File: src/rdc_pkg.sv
// Shared types and constants for the receive direct command controller
package rdc_pkg;

  // Clock and time figures
  localparam int unsigned CLK_PERIOD_PS = 4000;
  localparam int unsigned AMP_MAX_NS = 25000;
  localparam int unsigned SQL_MAX_NS = 500000;
  // Longest times round down to whole cycles
  localparam int unsigned AMP_MAX_CYC = (AMP_MAX_NS * 1000) / CLK_PERIOD_PS;
  localparam int unsigned SQL_MAX_CYC = (SQL_MAX_NS / 4) * 1000 / (CLK_PERIOD_PS / 4);
  localparam int unsigned TMR_W = 17;

  // Amplitude scaling: one code step is 13.02 mVpp at the inputs
  localparam int unsigned AMP_LSB_UVPP = 13020;
  localparam logic [7:0] AMP_FULL_CODE = 8'hE6;

  // Widths and reset values
  localparam int unsigned DATA_W = 8;
  localparam logic [7:0] ADC_RST = 8'h00;
  localparam logic [7:0] GAIN_RST = 8'h00;

  // Direct commands handled here
  typedef enum logic [2:0] {
    RDC_CMD_NONE = 3'h0,
    RDC_CMD_MASK = 3'h1,
    RDC_CMD_UNMASK = 3'h2,
    RDC_CMD_AMP = 3'h3,
    RDC_CMD_SQUELCH = 3'h4,
    RDC_CMD_RGAIN = 3'h5
  } rdc_cmd_e;

  // Sequencer states, Gray along idle-amp-squelch
  typedef enum logic [1:0] {
    RDC_IDLE = 2'h0,
    RDC_AMP = 2'h1,
    RDC_SQL = 2'h3
  } rdc_fsm_e;

  // Command strobe with its code
  typedef struct packed {
    logic valid;
    rdc_cmd_e code;
  } rdc_cmd_s;

  // Acceptance conditions
  typedef struct packed {
    logic osc_en;
    logic xtal_ok;
    logic rx_en;
    logic tx_en;
  } rdc_cond_s;

  // Command status back to the host port
  typedef struct packed {
    logic accept;
    logic reject;
    logic irq;
    logic busy;
  } rdc_resp_s;

  // Amplitude measurement controls
  typedef struct packed {
    logic tx_force;
    logic det_en;
    logic adc_sel_amp;
    logic adc_abs;
    logic adc_start;
  } rdc_amp_s;

  // Squelch sequencer controls
  typedef struct packed {
    logic start;
    logic run;
  } rdc_sq_s;

  // Gain, squelch and signal-strength reinitialisation
  typedef struct packed {
    logic reinit;
    logic sq_abort;
    logic sq_clear;
    logic load;
    logic [7:0] man_gain;
  } rdc_gain_s;

endpackage : rdc_pkg

File: src/rdc_ctrl.sv
// Receive-path direct command controller
//
// Behaviour
// - Clip and gain cut set only in active peer
// - Mask drops rx_on and stops framing
// - Effective mask is command OR timer mask
// - Unmask raises rx_on and enables framing
// - Unmask during mask timer resets timer immediately
// - Mask commands need receiver power enable
// - Mask commands chain, raise no interrupt
// - Amplitude drives transmitter, detector, absolute conversion
// - Amplitude code scaled, full input gives E6h
// - Amplitude measurement ends within 25 us
// - Amplitude, gain reset need enable and crystal
// - Amplitude blocks chaining, interrupt after finish
// - Squelch sequence ends within 500 us
// - Squelch needs tx and rx; runs when rx_on low
// - Squelch blocks chaining, raises no interrupt
// - Gain reset aborts squelch, loads manual gain
// - Gain reset chains, raises no interrupt
`timescale 1ns/1ps
module rdc_ctrl #(
  parameter int unsigned AMP_CYC = rdc_pkg::AMP_MAX_CYC,
  parameter int unsigned SQL_CYC = rdc_pkg::SQL_MAX_CYC
) (
  input wire logic ref_clk_i,
  input wire logic rst_i,
  input wire rdc_pkg::rdc_cmd_s cmd_i,
  input wire rdc_pkg::rdc_cond_s cond_i,
  input wire logic nfc_active_i,
  input wire logic mask_tmr_run_i,
  input wire logic [rdc_pkg::DATA_W-1:0] rx_cfg4_i,
  input wire logic adc_done_i,
  input wire logic [rdc_pkg::DATA_W-1:0] adc_data_i,
  input wire logic squelch_done_i,
  output rdc_pkg::rdc_resp_s resp_o,
  output logic rx_on_o,
  output logic framing_en_o,
  output logic rx_mask_o,
  output logic mask_tmr_rst_o,
  output logic stage_clip_en_o,
  output logic active_peer_gain_cut_o,
  output rdc_pkg::rdc_amp_s amp_o,
  output logic [rdc_pkg::DATA_W-1:0] adc_result_o,
  output rdc_pkg::rdc_sq_s sq_o,
  output rdc_pkg::rdc_gain_s gain_o
);
  import rdc_pkg::*;

  // Whole state of the block
  typedef struct packed {
    // Sequencer, command mask and stored result
    rdc_fsm_e st;
    logic mask_cmd;
    logic [DATA_W-1:0] adc_res;
    // One-cycle answers and pulses
    logic acc;
    logic rej;
    logic irq;
    logic adc_start;
    logic sq_start;
    logic mtmr_rst;
    logic reinit;
    logic load;
    // Held values
    logic [DATA_W-1:0] man_gain;
    logic clip;
    logic gcut;
  } rdc_ctrl_s;

  localparam rdc_ctrl_s RST_VAL = '{
    st: RDC_IDLE,
    mask_cmd: 1'b0,
    adc_res: ADC_RST,
    acc: 1'b0,
    rej: 1'b0,
    irq: 1'b0,
    adc_start: 1'b0,
    sq_start: 1'b0,
    mtmr_rst: 1'b0,
    reinit: 1'b0,
    load: 1'b0,
    man_gain: GAIN_RST,
    clip: 1'b0,
    gcut: 1'b0
  };

  rdc_ctrl_s q;
  rdc_ctrl_s d;

  logic amp_run;
  logic sql_run;
  logic amp_exp;
  logic sql_exp;
  logic eff_mask;
  logic en_ok;
  logic busy;
  logic [DATA_W-1:0] amp_code;
  logic mask_ok;
  logic amp_ok;
  logic sq_ok;
  logic gain_ok;
  logic sq_exec;
  logic amp_fin;
  logic sql_fin;

  // Sequence states decoded from the state register
  assign amp_run = (q.st == RDC_AMP);
  assign sql_run = (q.st == RDC_SQL);
  assign busy = (q.st != RDC_IDLE);

  // Oscillator enable and stable crystal gate the amplitude and gain reset commands
  assign en_ok = cond_i.osc_en & cond_i.xtal_ok;

  // Timer mask is gated in the reset cycle so that unmask acts at once
  assign eff_mask = q.mask_cmd | (mask_tmr_run_i & ~q.mtmr_rst);

  // Input can exceed full scale; clamp guards a noisy converter
  assign amp_code = (adc_data_i > AMP_FULL_CODE) ? AMP_FULL_CODE : adc_data_i;

  // Receiver power gates both mask commands
  assign mask_ok = cond_i.rx_en;

  // Measurement refused while a sequence runs: no chaining
  assign amp_ok = en_ok & ~busy;

  // Squelch wants both directions up and a free sequencer
  assign sq_ok = cond_i.tx_en & cond_i.rx_en & ~busy;

  // Gain reset goes through even mid-sequence, so it chains
  assign gain_ok = en_ok;

  // Squelch only starts while reception is masked
  assign sq_exec = eff_mask;

  // A sequence ends on the far side's done or on the local limit
  assign amp_fin = amp_run & (adc_done_i | amp_exp);
  assign sql_fin = sql_run & (squelch_done_i | sql_exp);

  // Limits one short of the bound: the registered expiry costs a cycle
  localparam int unsigned AMP_LIMIT = AMP_CYC - 1;
  localparam int unsigned SQL_LIMIT = SQL_CYC - 1;

  // Bound on the amplitude conversion
  rdc_timeout #(
    .LIMIT(AMP_LIMIT)
  ) u_amp_tmo (
    .ref_clk_i(ref_clk_i),
    .rst_i(rst_i),
    .run_i(amp_run),
    .expired_o(amp_exp)
  );

  // Bound on the squelch sequence
  rdc_timeout #(
    .LIMIT(SQL_LIMIT)
  ) u_sql_tmo (
    .ref_clk_i(ref_clk_i),
    .rst_i(rst_i),
    .run_i(sql_run),
    .expired_o(sql_exp)
  );

  // Next state: sequencer first, then the command decode may override it
  always_comb begin
    d = q;
    d.acc = 1'b0;
    d.rej = 1'b0;
    d.irq = 1'b0;
    d.adc_start = 1'b0;
    d.sq_start = 1'b0;
    d.mtmr_rst = 1'b0;
    d.reinit = 1'b0;
    d.load = 1'b0;

    // Receiver mode bits follow the peer-to-peer mode
    d.clip = nfc_active_i;
    d.gcut = nfc_active_i;

    // Running sequences
    case (q.st)
      RDC_IDLE: begin
        d.st = RDC_IDLE;
      end
      RDC_AMP: begin
        // Result stored in the same cycle as the completion interrupt
        if (amp_fin) begin
          d.adc_res = amp_code;
          d.irq = 1'b1;
          d.st = RDC_IDLE;
        end
      end
      RDC_SQL: begin
        // No interrupt at squelch completion
        if (sql_fin) begin
          d.st = RDC_IDLE;
        end
      end
      default: begin
        d.st = RDC_IDLE;
      end
    endcase

    // Command decode; a refusal touches nothing but the reject pulse
    if (cmd_i.valid) begin
      case (cmd_i.code)
        RDC_CMD_MASK: begin
          // Forces reception off until unmasked
          if (mask_ok) begin
            d.mask_cmd = 1'b1;
            d.acc = 1'b1;
          end else begin
            d.rej = 1'b1;
          end
        end
        RDC_CMD_UNMASK: begin
          // Clearing the command mask also cuts a running timer short
          if (mask_ok) begin
            d.mask_cmd = 1'b0;
            d.mtmr_rst = mask_tmr_run_i;
            d.acc = 1'b1;
          end else begin
            d.rej = 1'b1;
          end
        end
        RDC_CMD_AMP: begin
          // No chaining: refused while any sequence runs
          if (amp_ok) begin
            d.st = RDC_AMP;
            d.adc_start = 1'b1;
            d.acc = 1'b1;
          end else begin
            d.rej = 1'b1;
          end
        end
        RDC_CMD_SQUELCH: begin
          // Both directions must be up before anything is taken
          if (sq_ok) begin
            d.acc = 1'b1;
            // Accepted with rx_on high, but no sequence is started
            if (sq_exec) begin
              d.st = RDC_SQL;
              d.sq_start = 1'b1;
            end
          end else begin
            d.rej = 1'b1;
          end
        end
        RDC_CMD_RGAIN: begin
          // Reinitialise gain, squelch and signal strength together
          if (gain_ok) begin
            d.reinit = 1'b1;
            d.load = 1'b1;
            d.man_gain = rx_cfg4_i;
            d.acc = 1'b1;
            // Abort a squelch in progress, amplitude work goes on
            if (sql_run) begin
              d.st = RDC_IDLE;
            end
          end else begin
            d.rej = 1'b1;
          end
        end
        default: begin
          // Unknown codes are answered but change nothing
          d.rej = 1'b1;
        end
      endcase
    end
  end

  // Single state register
  always_ff @(posedge ref_clk_i or posedge rst_i) begin
    if (rst_i) begin
      q <= RST_VAL;
    end else begin
      q <= d;
    end
  end

  // Host-side status; busy is a handshake term
  assign resp_o.accept = q.acc;
  assign resp_o.reject = q.rej;
  assign resp_o.irq = q.irq;
  assign resp_o.busy = busy;

  // Receiver enable and framing follow the combined mask
  assign rx_on_o = ~eff_mask;
  assign framing_en_o = ~eff_mask;

  // Mask level and timer reset toward the receive timer
  assign rx_mask_o = eff_mask;
  assign mask_tmr_rst_o = q.mtmr_rst;

  // Peer-to-peer receiver configuration
  assign stage_clip_en_o = q.clip;
  assign active_peer_gain_cut_o = q.gcut;

  // Amplitude path held for the whole conversion
  assign amp_o.tx_force = amp_run;
  assign amp_o.det_en = amp_run;
  assign amp_o.adc_sel_amp = amp_run;
  assign amp_o.adc_abs = amp_run;

  // Converter kick-off, in the same cycle as the accept pulse
  assign amp_o.adc_start = q.adc_start;

  // Result holds until the next measurement ends
  assign adc_result_o = q.adc_res;

  // Squelch sequencer handshake
  assign sq_o.start = q.sq_start;
  assign sq_o.run = sql_run;

  // Reinitialisation pulses; abort and clear go with the reinit
  assign gain_o.reinit = q.reinit;
  assign gain_o.sq_abort = q.reinit;
  assign gain_o.sq_clear = q.reinit;
  assign gain_o.load = q.load;

  // Manual gain stays loaded until the next accepted gain reset
  assign gain_o.man_gain = q.man_gain;

endmodule : rdc_ctrl

File: src/rdc_timeout.sv
// Cycle limit counter for bounded command sequences
`timescale 1ns/1ps
module rdc_timeout #(
  parameter int unsigned LIMIT = 16
) (
  input wire logic ref_clk_i,
  input wire logic rst_i,
  input wire logic run_i,
  output logic expired_o
);
  import rdc_pkg::*;

  typedef struct packed {
    logic [TMR_W-1:0] cnt;
    logic exp;
  } rdc_tmo_s;

  localparam logic [TMR_W-1:0] LAST = TMR_W'(LIMIT - 1);

  rdc_tmo_s q;
  rdc_tmo_s d;

  // Counts only while the sequence runs, clears when idle
  always_comb begin
    d = q;
    d.exp = 1'b0;
    if (!run_i) begin
      d.cnt = '0;
    end else if (q.cnt >= LAST) begin
      d.exp = 1'b1;
    end else begin
      d.cnt = q.cnt + TMR_W'(1);
    end
  end

  always_ff @(posedge ref_clk_i or posedge rst_i) begin
    if (rst_i) begin
      q <= '0;
    end else begin
      q <= d;
    end
  end

  assign expired_o = q.exp;

endmodule : rdc_timeout

File: config.mk
export PLATFORM = sky130hd
export DESIGN_NAME = rdc_ctrl
export DESIGN_NICKNAME = d
export VERILOG_FILES = /design/src/rdc_pkg.sv /design/src/rdc_ctrl.sv /design/src/rdc_timeout.sv
export SDC_FILE = /design/constraint.sdc
export NUM_CORES = 1
export LEC_CHECK = 0
export ABC_AREA = 1
export BUFFER_PORTS_ARGS = -buffer_cell sky130_fd_sc_hd__buf_2
export CORE_MARGIN = 2
export CORE_UTILIZATION = 58
export CTS_BUF_LIST = sky130_fd_sc_hd__clkbuf_2 sky130_fd_sc_hd__clkbuf_4 sky130_fd_sc_hd__clkbuf_8
export CTS_CLUSTER_SIZE = 28
export DETAILED_ROUTE_END_ITERATION = 10
export GPL_ROUTABILITY_DRIVEN = 0
export PLACE_DENSITY = 0.83
export REMOVE_ABC_BUFFERS = 1
export SYNTH_ARGS = -nofsm -noshare
export SYNTH_HDL_FRONTEND = slang
export SYNTH_SLANG_ARGS = --single-unit
File: constraint.sdc
create_clock -name ref_clk_i -period 2.4 [get_ports ref_clk_i]
set_input_delay 0.24 -clock ref_clk_i [delete_from_list [all_inputs] [get_ports ref_clk_i]]
set_output_delay 0.24 -clock ref_clk_i [all_outputs]
set_load 0.02 [all_outputs]
==> qor.csv <==
metric;value;unit
wl_met1;3450;µm
yosys.cell_count.top_type;nand2_1;
clk_latency;350;ps
vias_per_cell;5.31;
cts.reportedPaths.clkPinSlew;70;ps
routed-wl-met3;508;µm
slowest_stage;clkinv_1;
cpPeakStageDelay;440;ps
drive_gt1_frac;0.216;
placedInstanceArea;3850;µm²
max_freq;539;MHz
cts_buffers;9;
dp_slack;786;ps
synthArstFlopShare;1.00;
min_period_over_period;0.773;
finClkSkew;10.9;ps
drc_errors;0;
vdd_drop_max;0.598;mV
tightestPinTransition;638;ps
synth-edff-count;0;
hold_viol;0;
wire_per_inst;13.0;µm
synth_top_cell_area_share;0.427;
final_cells;614;
met2RoutedLength;3920;µm
drt_iter0_markers;237;
dr.pass1.iters;5;
rsz0062_at_grt;false;
timing.setup.tns;0;ps
synthTopCellsByCount;nand2_1 (138), nor2_1 (76), dfrtp_1 (63);
num_vias;3261;
fp.dieW;83.8;µm
maxCapViolations;0;
die_y;83.8;µm
grt_pass1_wl;13500;µm
run_status;finished, final reports clean;
syn-cell-area;3690;µm²
synth-seq-area-share;0.427;
top_layer;met4;
dieArea;7020;µm²
wl;8010;µm
antenna_found_initial;0;
setup_viol;0;
fillers;518;
placed_cells;596;
syn_inst;489;
crit_arrival;1610;ps
postCtsSetupRepairBufs;0;
crit_path_cell_trace;nand2_1, clkinv_1, buf_2;
ys_warn_count;0;
crit_type;reg -> out;
cts_max_level;3;
power.total;2.63;mW
r2r_slack;770;ps
dp_hpwl;5760;µm
holdBufCountCts;2;
fin_nets;566;
tritoncts;built;
worstSetupEndpointType;primary output;
utilization;0.657;
grt_pass1_vias;3033;
post_cts.resized_instances;0;
core;6240;µm²
synthTopCellsByArea;dfrtp_1 (43%), nand2_1 (14%), nor2_1 (7.7%);
pin_count;67;
start_util;0.591;
cp-start-kind;flop;
p_leak;2.10;nW
overflow;0;
required;2160;ps
fin_crit;1850;ps
final_antenna_net_count;0;
worst_slack;546;ps
slew_headroom;0.574;
holdWs;112;ps
areaGrowthSynthToFinish;11.2;%
grt_max_degree;30;
grt_util_all_layers;0.237;
synth_seq_cells;63;
multiInputGateArea;1630;µm²
crit_fanout;18;
cts_buffer_depth;2;
seqCellArea;1580;µm²
synth_ff_type;dfrtp_1;
postLayoutCellArea;4100;µm²
hold_path_class;in -> reg;
drv_slew;0;
cts-root-buf;clkbuf_8;
synth_cell_types;34;
diodes;0;
powerDensity;641;nW/µm²
synth_area_leader_cell;dfrtp_1;
avgSynthCellArea;7.55;µm²
row_count;29;
clkSinkCount;63;
io_buffers;66;
worst paths after layout:
path                            startpoint              end  depth (start not counted)
setup / recovery                     q[27]          sq_o[0]                          3
hold / removal               adc_data_i[5]  adc_result_o[5]                          3
setup reg to reg            u_sql_tmo.q[1]   u_sql_tmo.q[8]                          9
hold reg to reg            adc_result_o[7]  adc_result_o[7]                          2
max in group asynchronous            rst_i            q[28]                          4
min in group asynchronous            rst_i  u_amp_tmo.q[11]                          3
cells by family (layout without fill, tap and decap cells):
kind of cell    count (synthesis)  after routing  share of synthesized area
simple gates                  283            283                      0.330
buf+inv                        91            139                      0.132
flops                          63             63                      0.427
compound gates                 25             25                     0.0376
xor+xnor                       15             15                     0.0356
mux                             8              8                     0.0244
fa+ha+maj                       4              4                     0.0136
area by class of cell:
class | count | share of cell area
multi-input combinational | 335 | 0.397
sequential | 63 | 0.384
timing repair buffer | 72 | 0.0927
inverter | 51 | 0.0467
clock buffer | 10 | 0.0336
tap | 77 | 0.0235
clock inverter | 6 | 0.0226
power by group:
part	internal [mW]	leakage [nW]	switching [mW]
registers	1.14	0.853	0.0484
clock network	0.618	0.109	0.440
logic	0.136	1.13	0.242
total	1.90	2.10	0.730
metal layers:
layer	vias up	GRT usage
met5	-	0
met4	0	0.0894
met3	12	0.0554
met2	129	0.390
met1	1528	0.305
li1	1592	-
flip-flops by register name, summed over array words and instances, names as in the netlist:
name                    cells
u_amp_tmo.q                17
adc_result_o                8
mask_tmr_rst_o              1
active_peer_gain_cut_o      1
amp_o                       1
sq_o                        1
u_sql_tmo.q                17
u_amp_tmo.expired_o         1
resp_o                      3
q                           3
u_sql_tmo.expired_o         1
gain_o                      9
critical path, delay by kind of cell, from the launching register on:
family,cells,cell delay [ps]
buf+inv,2,780
flops,1,390
simple gates,1,90
cells in the final DEF (no fill, tap or decap), drive strengths merged, types with 2 or more instances in the layout:
cell           n
inv           51
clkbuf        10
o31ai          2
nor3           7
xor2          12
o21ai         16
buf           70
ha             4
nand4          9
nor3b          2
clkinv         2
clkinvlp       2
bufinv         2
dlygate4sd3    2
nand2        143
a21oi          4
xnor2          3
dfrtp         63
mux2           8
nand3         39
nor2          80
No activity file was read; power rests on OpenSTA's default activity.
